### config.mk
export PLATFORM = sky130hd
export DESIGN_NAME = adcr_top
export DESIGN_NICKNAME = d
export VERILOG_FILES = /design/src/rtl/adcr_pkg.sv /design/src/rtl/adcr_chan.sv /design/src/rtl/adcr_top.sv
export SDC_FILE = /design/constraint.sdc
export NUM_CORES = 1
export LEC_CHECK = 0
export ABC_AREA = 1
export BUFFER_PORTS_ARGS = -buffer_cell sky130_fd_sc_hd__buf_2
export CORE_ASPECT_RATIO = 0.7
export CORE_MARGIN = 4
export CORE_UTILIZATION = 53
export CTS_BUF_LIST = sky130_fd_sc_hd__clkbuf_4
export DETAILED_ROUTE_END_ITERATION = 7
export PLACE_DENSITY = 0.95
export SYNTH_ARGS = -nofsm -noshare
export SYNTH_HDL_FRONTEND = slang
export SYNTH_SLANG_ARGS = --single-unit
### constraint.sdc
create_clock -name pclk -period 2.4 [get_ports pclk]
set_input_delay 0.24 -clock pclk [delete_from_list [all_inputs] [get_ports pclk]]
set_output_delay 0.24 -clock pclk [all_outputs]
set_load 0.02 [all_outputs]
### src/rtl/adcr_pkg.sv
// Package with the register map, field layout and carrier types.
package adcr_pkg;

  // Result and register widths.
  localparam int unsigned ADCR_RES_W = 10;
  localparam int unsigned ADCR_REG_W = 8;
  localparam int unsigned ADCR_NUM_CH = 2;
  localparam int unsigned ADCR_STS_W = 4;

  // Register indices; the byte address is four times the index.
  localparam logic [13:0] ADCR_IDX_CH6_LOW = 14'h12AC;
  localparam logic [13:0] ADCR_IDX_CH6_HIGH = 14'h12AD;
  localparam logic [13:0] ADCR_IDX_CH7_LOW = 14'h12AE;
  localparam logic [13:0] ADCR_IDX_CH7_HIGH = 14'h12AF;
  localparam logic [13:0] ADCR_IDX_STATUS = 14'h12B0;
  localparam logic [13:0] ADCR_IDX_MASK = 14'h12B1;

  // First converter channel held here.
  localparam logic [2:0] ADCR_FIRST_CHAN = 3'h6;

  // Low register field positions and constant fill.
  localparam int unsigned ADCR_LOW_DATA_LSB = 6;
  localparam int unsigned ADCR_LOW_FLAG_BIT = 0;
  localparam logic [4:0] ADCR_LOW_FILL = 5'h1F;

  // Status register layout: end bits, then overrun bits.
  localparam int unsigned ADCR_STS_DONE_LSB = 0;
  localparam int unsigned ADCR_STS_OVR_LSB = 2;

  // Reset values.
  localparam logic ADCR_FLAG_RST = 1'b0;
  localparam logic [3:0] ADCR_STS_RST = 4'h0;
  localparam logic [3:0] ADCR_MASK_RST = 4'h0;
  localparam logic [31:0] ADCR_RDATA_RST = 32'h0000_0000;

  // Result handed over by the conversion sequencer.
  typedef struct packed {
    logic valid;
    logic [2:0] chan;
    logic [ADCR_RES_W-1:0] value;
  } adcr_result_t;

endpackage : adcr_pkg

### src/rtl/adcr_chan.sv
// One channel's result store and result-stored flag.
`timescale 1ns/1ns
module adcr_chan
  import adcr_pkg::*;
(
  // Clock, reset and enable
  input wire logic pclk,
  input wire logic presetn,
  input wire logic clk_en,
  // New result and clearing read
  input wire logic wr_en,
  input wire logic [ADCR_RES_W-1:0] wr_value,
  input wire logic rd_clr,
  // Stored state and combinational overrun
  output logic [ADCR_RES_W-1:0] result_q,
  output logic stored_flag_q,
  output logic overrun
);

  // The result has no reset value; only the flag is cleared.
  always_ff @(posedge pclk) begin
    if (clk_en && wr_en) begin
      result_q <= wr_value;
    end
  end

  // A new result wins over a clearing read in the same cycle.
  always_ff @(posedge pclk or negedge presetn) begin
    if (!presetn) begin
      stored_flag_q <= ADCR_FLAG_RST;
    end else if (clk_en) begin
      if (wr_en) begin
        stored_flag_q <= 1'b1;
      end else if (rd_clr) begin
        stored_flag_q <= 1'b0;
      end
    end
  end

  // A result that lands on an unread one is reported as overrun.
  assign overrun = wr_en && stored_flag_q;

  property p_flag_set;
    @(posedge pclk) disable iff (!presetn)
      (clk_en && wr_en) |=> stored_flag_q && result_q == $past(wr_value);
  endproperty
  a_flag_set: assert property (p_flag_set)
    else $error("flag or result not stored after a result write");

  property p_flag_clear;
    @(posedge pclk) disable iff (!presetn)
      (clk_en && rd_clr && !wr_en) |=> !stored_flag_q;
  endproperty
  a_flag_clear: assert property (p_flag_clear)
    else $error("flag not cleared by a read");

  property p_flag_reset;
    @(posedge pclk) disable iff (!presetn)
      !$past(presetn) |-> !stored_flag_q;
  endproperty
  a_flag_reset: assert property (p_flag_reset)
    else $error("flag not zero after reset");

  property p_set_wins;
    @(posedge pclk) disable iff (!presetn)
      (clk_en && wr_en && rd_clr) |=> stored_flag_q;
  endproperty
  a_set_wins: assert property (p_set_wins)
    else $error("clearing read beat a new result");

endmodule : adcr_chan

### src/rtl/adcr_top.sv
// Conversion result registers for channels 6 and 7 behind an APB slave.
//
// The implementer's own choice: the APB register port.
`timescale 1ns/1ns
// How it works
// Each low register shows result bits 1 and 0 in its bits 7 and 6.
// Each high register shows result bits 9 to 2 in its bits 7 to 0.
// Bits 5 to 1 of every low register always read as one.
// Bit 0 of a low register sets whenever a new result is stored.
// Reading either register of a channel clears that channel's flag.
// After reset every flag is zero and the stored results are undefined.
// Writes to the result registers change neither result nor flag.
// A finished conversion sets the end status bit, and the interrupt only if its mask bit is set.
// Only a completed read clears a flag, and a new result wins a tie.
module adcr_top
  import adcr_pkg::*;
(
  // Clock, reset and clock enable
  input wire logic pclk,
  input wire logic presetn,
  input wire logic clk_en,
  // APB slave
  input wire logic [15:0] paddr,
  input wire logic psel,
  input wire logic penable,
  input wire logic pwrite,
  input wire logic [31:0] pwdata,
  output logic [31:0] prdata,
  output logic pready,
  output logic pslverr,
  // Results from the conversion sequencer
  input wire adcr_result_t res_in,
  // Status and interrupt
  output logic conversion_end_flag,
  output logic conversion_end_irq
);

  // Address decode.
  logic [13:0] idx;
  logic word_ok;
  logic hit_res;
  logic hit_sts;
  logic hit_mask;
  logic hit;
  logic sel_ch;
  logic sel_high;

  assign idx = paddr[15:2];
  assign word_ok = (paddr[1:0] == 2'b00);
  assign hit_res = word_ok && (idx >= ADCR_IDX_CH6_LOW)
                   && (idx <= ADCR_IDX_CH7_HIGH);
  assign hit_sts = word_ok && (idx == ADCR_IDX_STATUS);
  assign hit_mask = word_ok && (idx == ADCR_IDX_MASK);
  assign hit = hit_res || hit_sts || hit_mask;
  // Pairs sit on consecutive indices: bit 1 picks the channel, bit 0 high.
  assign sel_ch = idx[1];
  assign sel_high = idx[0];

  // Bus phases. A read is answered once its data is loaded: at once after
  // an enabled setup cycle, one cycle later if the setup fell in a freeze.
  logic setup;
  logic done;
  logic rd_done;
  logic wr_done;
  logic ld_rd;
  logic capt_q;

  assign setup = psel && !penable && clk_en;
  assign ld_rd = psel && !pwrite && clk_en && (!penable || !capt_q);
  assign done = psel && penable && pready;
  assign rd_done = done && !pwrite;
  assign wr_done = done && pwrite;
  assign pready = clk_en && (pwrite || capt_q);
  assign pslverr = psel && penable && !hit;

  always_ff @(posedge pclk or negedge presetn) begin
    if (!presetn) begin
      capt_q <= 1'b0;
    end else if (clk_en) begin
      if (done) begin
        capt_q <= 1'b0;
      end else if (ld_rd) begin
        capt_q <= 1'b1;
      end
    end
  end

  // Channel stores.
  logic [ADCR_NUM_CH-1:0] ch_wr;
  logic [ADCR_NUM_CH-1:0] ch_clr;
  logic [ADCR_NUM_CH-1:0] ch_flag;
  logic [ADCR_NUM_CH-1:0] ch_ovr;
  logic [ADCR_NUM_CH-1:0][ADCR_RES_W-1:0] ch_val;

  for (genvar i = 0; i < ADCR_NUM_CH; i++) begin : g_ch
    assign ch_wr[i] = res_in.valid
                      && (res_in.chan == ADCR_FIRST_CHAN + 3'(i));
    // Either register of the pair clears, on a completed read only.
    assign ch_clr[i] = rd_done && hit_res && (sel_ch == 1'(i));

    adcr_chan u_chan (
      .pclk(pclk),
      .presetn(presetn),
      .clk_en(clk_en),
      .wr_en(ch_wr[i]),
      .wr_value(res_in.value),
      .rd_clr(ch_clr[i]),
      .result_q(ch_val[i]),
      .stored_flag_q(ch_flag[i]),
      .overrun(ch_ovr[i])
    );
  end

  // What a read shows: a result arriving at the capture edge is shown.
  logic [ADCR_RES_W-1:0] view_val;
  logic view_flag;

  always_comb begin
    if (ch_wr[sel_ch]) begin
      view_val = res_in.value;
    end else begin
      view_val = ch_val[sel_ch];
    end
    view_flag = ch_wr[sel_ch] || ch_flag[sel_ch];
  end

  // Sticky status, cleared by a read; new events win over the clear.
  logic [ADCR_STS_W-1:0] sts_q;
  logic [ADCR_STS_W-1:0] sts_evt;
  logic [ADCR_STS_W-1:0] mask_q;
  logic sts_clr;

  assign sts_evt = {ch_ovr, ch_wr};
  assign sts_clr = rd_done && hit_sts;

  always_ff @(posedge pclk or negedge presetn) begin
    if (!presetn) begin
      sts_q <= ADCR_STS_RST;
    end else if (clk_en) begin
      if (sts_clr) begin
        sts_q <= sts_evt;
      end else begin
        sts_q <= sts_q | sts_evt;
      end
    end
  end

  always_ff @(posedge pclk or negedge presetn) begin
    if (!presetn) begin
      mask_q <= ADCR_MASK_RST;
    end else if (wr_done && hit_mask) begin
      mask_q <= pwdata[ADCR_STS_W-1:0];
    end
  end

  assign conversion_end_flag = |sts_q[ADCR_STS_DONE_LSB +: ADCR_NUM_CH];
  assign conversion_end_irq = |(sts_q & mask_q);

  // Read data is captured in an enabled setup cycle, else in the first enabled access cycle, and held for the access.
  logic [31:0] prdata_q;
  logic [31:0] prdata_d;

  always_comb begin
    prdata_d = ADCR_RDATA_RST;
    if (hit_res && sel_high) begin
      prdata_d[ADCR_REG_W-1:0] = view_val[ADCR_RES_W-1:2];
    end else if (hit_res) begin
      prdata_d[ADCR_LOW_DATA_LSB +: 2] = view_val[1:0];
      prdata_d[5:1] = ADCR_LOW_FILL;
      prdata_d[ADCR_LOW_FLAG_BIT] = view_flag;
    end else if (hit_sts) begin
      prdata_d[ADCR_STS_W-1:0] = sts_q | sts_evt;
    end else if (hit_mask) begin
      prdata_d[ADCR_STS_W-1:0] = mask_q;
    end
  end

  // Writes to result registers fall through to nothing.
  always_ff @(posedge pclk or negedge presetn) begin
    if (!presetn) begin
      prdata_q <= ADCR_RDATA_RST;
    end else if (ld_rd) begin
      prdata_q <= prdata_d;
    end
  end

  assign prdata = prdata_q;

  // Helper for the checks below.
  logic [ADCR_RES_W-1:0] cur_val;
  assign cur_val = ch_val[sel_ch];

  // Marks channels that hold a result; undefined results are not checked.
  logic [ADCR_NUM_CH-1:0] written_q;

  always_ff @(posedge pclk or negedge presetn) begin
    if (!presetn) begin
      written_q <= {ADCR_NUM_CH{1'b0}};
    end else if (clk_en) begin
      written_q <= written_q | ch_wr;
    end
  end

  property p_high_byte;
    @(posedge pclk) disable iff (!presetn)
      (setup && !pwrite && hit_res && sel_high && !(|ch_wr)
       && written_q[sel_ch])
      |=> prdata_q[7:0] == $past(cur_val[9:2]) && prdata_q[31:8] == 24'h0;
  endproperty
  a_high_byte: assert property (p_high_byte)
    else $error("high register does not show result bits 9 to 2");

  property p_low_bits;
    @(posedge pclk) disable iff (!presetn)
      (setup && !pwrite && hit_res && !sel_high && !(|ch_wr)
       && written_q[sel_ch])
      |=> prdata_q[7:6] == $past(cur_val[1:0])
          && prdata_q[0] == $past(ch_flag[sel_ch]);
  endproperty
  a_low_bits: assert property (p_low_bits)
    else $error("low register does not show result bits 1 and 0");

  property p_low_fill;
    @(posedge pclk) disable iff (!presetn)
      (setup && !pwrite && hit_res && !sel_high) |=> prdata_q[5:1] == 5'h1F;
  endproperty
  a_low_fill: assert property (p_low_fill)
    else $error("low register bits 5 to 1 not all one");

  property p_read_only;
    @(posedge pclk) disable iff (!presetn)
      (wr_done && hit_res && !res_in.valid)
      |=> $stable(ch_val) && $stable(ch_flag);
  endproperty
  a_read_only: assert property (p_read_only)
    else $error("write changed a result register");

  property p_end_status;
    @(posedge pclk) disable iff (!presetn)
      (clk_en && ch_wr[0] && mask_q[0] && !(wr_done && hit_mask))
      |=> sts_q[0] && conversion_end_flag && conversion_end_irq;
  endproperty
  a_end_status: assert property (p_end_status)
    else $error("finished conversion did not raise status and interrupt");

  property p_clear_cause;
    @(posedge pclk) disable iff (!presetn)
      $fell(ch_flag[1]) |-> $past(rd_done && hit_res && sel_ch);
  endproperty
  a_clear_cause: assert property (p_clear_cause)
    else $error("flag cleared without a completed read");

  property p_read_clears;
    @(posedge pclk) disable iff (!presetn)
      (setup && !pwrite && hit_res && !sel_high && !sel_ch)
      ##1 (done && !ch_wr[0]) |=> !ch_flag[0];
  endproperty
  a_read_clears: assert property (p_read_clears)
    else $error("read of a low register did not clear its flag");

  property p_sts_clear;
    @(posedge pclk) disable iff (!presetn)
      (sts_clr && !(|sts_evt))
      |=> sts_q == ADCR_STS_RST && !conversion_end_flag
          && !conversion_end_irq;
  endproperty
  a_sts_clear: assert property (p_sts_clear)
    else $error("status read did not clear the sticky bits");

  property p_zero_wait;
    @(posedge pclk) disable iff (!presetn)
      (setup && hit) |=> (pready || !clk_en) && !pslverr;
  endproperty
  a_zero_wait: assert property (p_zero_wait)
    else $error("mapped access answered late or with an error");

  property p_freeze;
    @(posedge pclk) disable iff (!presetn)
      !clk_en |=> $stable(sts_q) && $stable(mask_q) && $stable(ch_flag)
          && $stable(prdata_q) && $stable(capt_q);
  endproperty
  a_freeze: assert property (p_freeze)
    else $error("state changed while the clock enable was low");

  property p_mask_write;
    @(posedge pclk) disable iff (!presetn)
      (wr_done && hit_mask) |=> mask_q == $past(pwdata[ADCR_STS_W-1:0]);
  endproperty
  a_mask_write: assert property (p_mask_write)
    else $error("mask register did not take the written value");

  property p_overrun;
    @(posedge pclk) disable iff (!presetn)
      (clk_en && ch_wr[0] && ch_flag[0])
      |=> sts_q[ADCR_STS_OVR_LSB] && ch_flag[0];
  endproperty
  a_overrun: assert property (p_overrun)
    else $error("result on an unread one did not set the overrun bit");

  property p_unmapped_rd;
    @(posedge pclk) disable iff (!presetn)
      (setup && !pwrite && !hit) |=> prdata_q == 32'h0;
  endproperty
  a_unmapped_rd: assert property (p_unmapped_rd)
    else $error("unmapped read did not return zero");

  property p_high_clears;
    @(posedge pclk) disable iff (!presetn)
      (setup && !pwrite && hit_res && sel_high && sel_ch)
      ##1 (done && !ch_wr[1]) |=> !ch_flag[1];
  endproperty
  a_high_clears: assert property (p_high_clears)
    else $error("read of a high register did not clear its flag");

  property p_clear_cause_lo;
    @(posedge pclk) disable iff (!presetn)
      $fell(ch_flag[0]) |-> $past(rd_done && hit_res && !sel_ch);
  endproperty
  a_clear_cause_lo: assert property (p_clear_cause_lo)
    else $error("flag cleared without a completed read");

endmodule : adcr_top

## After elaboration in Yosys (flattened, before gate mapping)

Index checks and enable logic that the tools add are counted.

- Word-level logic and storage cells: 80
- Output and inout bits: 36
- Flip-flop bits (word level): 39

- Bitwise gates (word level): 3
- $lt $le $gt $ge: 3
- Equal/unequal tests: 4
- Mux-type cells: 19
- Reduce and logical (&&, ||, !) cells: 43

Operators by type and width:

| cell | number |
|---|---|
| 10-bit 2-to-1 mux | 3 |
| 14-bit by 13-bit == test with 1-bit output (second input constant) | 2 |
| 1-bit logical AND | 25 |
| 4-bit 2-to-1 mux | 5 |
| 14-bit by 13-bit greater-or-equal comparator with 1-bit output (second input constant) | 1 |
| 14-bit by 13-bit less-or-equal comparator with 1-bit output (second input constant) | 1 |
| 1-bit 2-to-1 mux | 10 |
| 8-bit 2-to-1 mux | 1 |
| 3-bit == test (second input constant) | 2 |
| 2-bit AND reduction | 3 |
| 2-bit nonzero test | 3 |
| 1-bit logical OR | 5 |
| 4-bit bitwise AND | 1 |
| 1-bit zero test | 4 |
| 4-bit bitwise OR | 1 |
| 4-bit OR reduction | 1 |
| 2-bit zero test | 1 |
| 1-bit by 2-bit less-than comparator with 1-bit output (second input constant) | 1 |
| 2-bit OR reduction | 1 |
| 1-bit NOT | 1 |

## Logic depth before layout (Yosys ltp)

- Word-level depth: 8
- Gate-level depth with buffers: 11
- Gate-level depth less buffers: 11

## Hierarchy

Synthesis repeated with hierarchy kept, for this count alone.

- Cell total of the unflattened synthesis: 285
- Area, all modules: 2,284.7 sq um

Modules (own cells, without submodules):

| module | area an instance (sq um) | times used | cells an instance |
|---|---|---|---|
| adcr_top | 1,581.5 | 1 | 249 |
| adcr_chan | 351.6 | 2 | 18 |

## Worst setup path after synthesis

Ideal clock, no wire load.

- Path type: in2reg
- Start point: in res_in[11] (netlist bit)
- End point: reg g_ch[0].u_chan.result_q[0], enable pin
- Path buffers: 0
- Arrival: 921 ps
- Slack: 1,102 ps
- Stages: 4
- Library setup time: 378 ps
- Data required time: 2,022 ps
- Cells stage by stage: nand2_1 nor2_2 nand2_1 nor2_1

- Word-level cells in the longest chain between the ends: 3

Ends and longest elaborated chain:

| element | RTL line | RTL |
|---|---|---|
| from (decl) | adcr_top.sv:32 | `input wire adcr_result_t res_in,` |
| 3-bit == test | adcr_top.sv:97 | `&& (res_in.chan == ADCR_FIRST_CHAN + 3'(i));` |
| 1-bit logical AND | adcr_top.sv:97 |  |
| 1-bit logical AND | adcr_chan.sv:22 | `if (clk_en && wr_en) begin` |
| to (signal assigned) | adcr_chan.sv:23 | `result_q <= wr_value;` |
| to (decl) | adcr_chan.sv:15 | `output logic [ADCR_RES_W-1:0] result_q,` |

Every way passes these cells.
A chain may end at the register's enable or synchronous reset.

## Worst setup path after layout

- Start point: in paddr[3]
- End point: out pslverr

- Word-level cells in the longest chain between the ends: 7
- Elaborated cells on any way between the ends: 12
- Classes of those cells: order compare (2); eq/ne (2); reduce/logical (8)

Ends and longest elaborated chain:

| element | RTL line | RTL |
|---|---|---|
| from (decl) | adcr_top.sv:23 | `input wire logic [15:0] paddr,` |
| 14-bit by 13-bit greater-or-equal comparator with 1-bit output | adcr_top.sv:50 | `assign hit_res = word_ok && (idx >= ADCR_IDX_CH6_LOW)` |
| 1-bit logical AND | adcr_top.sv:50 |  |
| 1-bit logical AND | adcr_top.sv:51 | `&& (idx <= ADCR_IDX_CH7_HIGH);` |
| 1-bit logical OR | adcr_top.sv:54 | `assign hit = hit_res \|\| hit_sts \|\| hit_mask;` |
| 1-bit logical OR (*) | adcr_top.sv:54 |  |
| 1-bit zero test (*) | adcr_top.sv:74 | `assign pslverr = psel && penable && !hit;` |
| 1-bit logical AND (*) | adcr_top.sv:74 |  |
| to (decl) | adcr_top.sv:30 | `output logic pslverr,` |

Every way passes the cells marked *; elsewhere a longest branch is shown, timed or not.

==> results by group <==
Outcome
  • Status: completed

Floorplan
  • I/O Pins: approximately 100
  • Die H: 63.3 um
  • Row count: 19
  • Initial core utilization: 0.570
  • Die X-Extent: 87.0 um
  • Core area: between 0.004 and 0.005 mm2
  • Die ar.: 0.00551 mm2

Clocking
  • Num CTS Buffers: 5
  • Resize count post-CTS: 0
  • Clock slew at reported path FFs: 0.12 ns
  • Clock Sinks: 39
  • CTS tree: yes
  • Clock root buffer: clkbuf_4
  • Max clock buf depth: 2
  • Post-CTS Setup Bufs: 0
  • H-tree depth: 2
  • Clock Latency Late Sink: 0.35 ns

Critical path
  • WS Path Type: input port to output pin
  • Levels on crit path: 8
  • Crit Reg-Reg Endpoint: prdata[4]$_DFFE_PN0P_
  • Reg2Reg Depth: 7
  • Setup crit start kind: input port
  • R2R Path Start: capt_q$_DFFE_PN0P_
  • Buf/Inv on CP: 3
  • CP max stage cell: buf_2
  • Critical Path End: pslverr
  • Cell repeated most along the worst path: buf_2
  • CP endpoint kind: output pin
  • Critical-path cell list: buf_2 -> inv_4 -> nand2_2 -> nor2_4 -> nand3_2 -> nand3_1 -> a21oi_1 -> buf_2
  • Max stage delay on crit path: ~0.3 ns
  • Register-to-register setup slack: 1.15 ns
  • Crit path from: paddr[3]
  • CP top delay family: buffers and inverters
  • Required time of the worst setup path: between 2 and 2.5 ns
  • Worst-path maximum fanout: 16
  • CP arrival: 1.39 ns

Cells and area
  • Antenna diode count: 0
  • Util after Layout: 0.638
  • Most frequent cells in the layout: nand2_1, buf_2, nand3_1
  • Layout cells sized above 1: 0.265
  • Commonest non-fill, non-tap cell in the layout: nand2_1
  • Area Growth Syn to Fin: 12.0%
  • Non-filler cells in the finished layout: 396
  • Final Net Count: 411

Global route
  • First-pass GRT wire length: 7.90 mm
  • Vias in the first global route: 1706
  • Largest net degree at the start of global routing: 20
  • All-Layer GR Usage: 0.184
  • Total grt overflow: 0
  • Initial antenna violation count: 0

Drt
  • Vias per inst: between 4 and 5
  • DRC viols: 0
  • WL final: 5.03 mm
  • Routed len/inst: 12.7 um
  • Vias: about 1900
  • Pre-antenna DRT Iters: 4
  • Antenna Nets Post-Route: 0
  • Initial DRC Count: around 160

Synthesis
  • Mean post-synth cell area: 8.07 um2
  • Top cells by area, synth: edfxtp_1, dfrtp_1, nand2_1
  • Synth warnings: 0
  • Cell variety after synth: 27
  • Synth top area share: 0.259
  • Mapped Area: between 0.002 and 0.0025 mm2
  • Seq cells post-synth: 39
  • Leading area contributor after synthesis: edfxtp_1
  • Sequential area share after synthesis: 0.464
  • Post-Syn Instances: 287

STA
  • Final Setup Violations: 0
  • Setup TNS: 0 ns
  • Fin. max-slew vios: 0
  • RSZ-0062 raised after global routing: no
  • Tcrit/Tclk final: 0.678
  • Max Clock Skew: 0.00747 ns
  • Final worst path period need: 1.63 ns
  • Max frequency: 615 MHz
  • Final Hold Viols: 0

Placement
  • HPWL Detailed: just under 4 mm
  • Port Buffers: a little over 50
  • Routability Congestion: 0.878
  • Cells after DPL: 387

Run
  • Max Cap Viol: 0

Power and ir drop
  • Leak Pwr: 1.30 nW
  • VDD IR max: 0.443 mV
  • Power Density: 500 mW/mm2

Hold path
  • Worst Hold Class: input port to flip-flop
[worst register-to-register path, delay by kind of cell (launching register included)]
| kind | cells | cell delay [ns] |
|---|---|---|
| AOI/OAI and AO/OA | 1 | 0.08 |
| DFF | 1 | 0.41 |
| buffers and inverters | 1 | 0.11 |
| and+or+nand+nor | 5 | 0.59 |
[layer usage]
| metal | part of all wire | vias to the layer above | GRT usage |
|---|---|---|---|
| li1 | - | 974 | - |
| met1 | 0.46 | 859 | 0.263 |
| met2 | 0.43 | 77 | 0.271 |
| met3 | 0.10 | 4 | 0.0612 |
| met4 | 0.0080 | 0 | 0.0389 |
| met5 | 0 | - | 0 |
[through the flow]
step                hold slack, ns  instance area [um2]  power, mW  worst slack [ns]
floorplan                  -0.0556                 2400      0.921              1.10
global placement             0.194                 2530      0.963             0.785
detailed placement           0.194                 2530      0.969             0.781
CTS                         0.0586                 2590       1.31             0.777
global route                0.0401                 2590       1.38             0.624
finish                      0.0824                 2590       1.30             0.774
[logic make-up after synthesis]
group,Yosys count,synth area share
flops,39,0.464
compound gates,14,0.0313
mux,1,0.00432
other cells,1,0.00162
simple gates,180,0.367
buf+inv,52,0.132
[layout make-up]
class                           instances  area (um2)
Fill cell                             370        1470
Tap cell                               52        65.1
Timing Repair Buffer                   54         280
Clock inverter                          2        13.8
Inverter                               24        92.6
Multi-Input combinational cell        219        1020
Sequential cell                        39        1080
Clock buffer                            6        45.0
[cell usage after synthesis (all sizes together)]
library cell	n
a21oi	3
buf	28
conb	1
dfrtp	19
edfxtp	20
inv	24
mux2i	1
nand2	114
nand3	28
nand3b	4
nand4	3
nor2	28
nor3	1
o21ai	9
o22ai	2
or2	2
[repair_timing]
action | in CTS | in global routing
hold buffers | 1 | 0
hold endpoints to repair | 19 | 0
endpoints found under the setup margin | 0 | 0
[power breakdown]
part / total (mW) / switching, mW / internal, mW
clock network: 0.341 / 0.214 / 0.126
registers: 0.744 / 0.0150 / 0.729
logic: 0.214 / 0.146 / 0.0677
total: 1.30 / 0.375 / 0.923
[worst min path at each step]
stage	from	to	slack, ns	cells past startpoint
after floorplan	presetn	capt_q$_DFFE_PN0P_	-0.06	0
after global placement	presetn	mask_q[2]$_DFFE_PN0P_	0.19	1
after detailed placement	presetn	mask_q[0]$_DFFE_PN0P_	0.19	1
after CTS	res_in[1]	g_ch[0].u_chan.result_q[1]$_DFFE_PP_	0.06	1
after global routing	res_in[1]	g_ch[0].u_chan.result_q[1]$_DFFE_PP_	0.04	1
final	res_in[1]	g_ch[1].u_chan.result_q[1]$_DFFE_PP_	0.08	1
[state kept, by name (all words and copies together), names as in the netlist]
signal and flops:
mask_q 4, sts_q 4, g_ch.u_chan.result_q 20, capt_q 1
prdata 8, g_ch.u_chan.stored_flag_q 2
No activity file was read; power rests on OpenSTA's default activity.
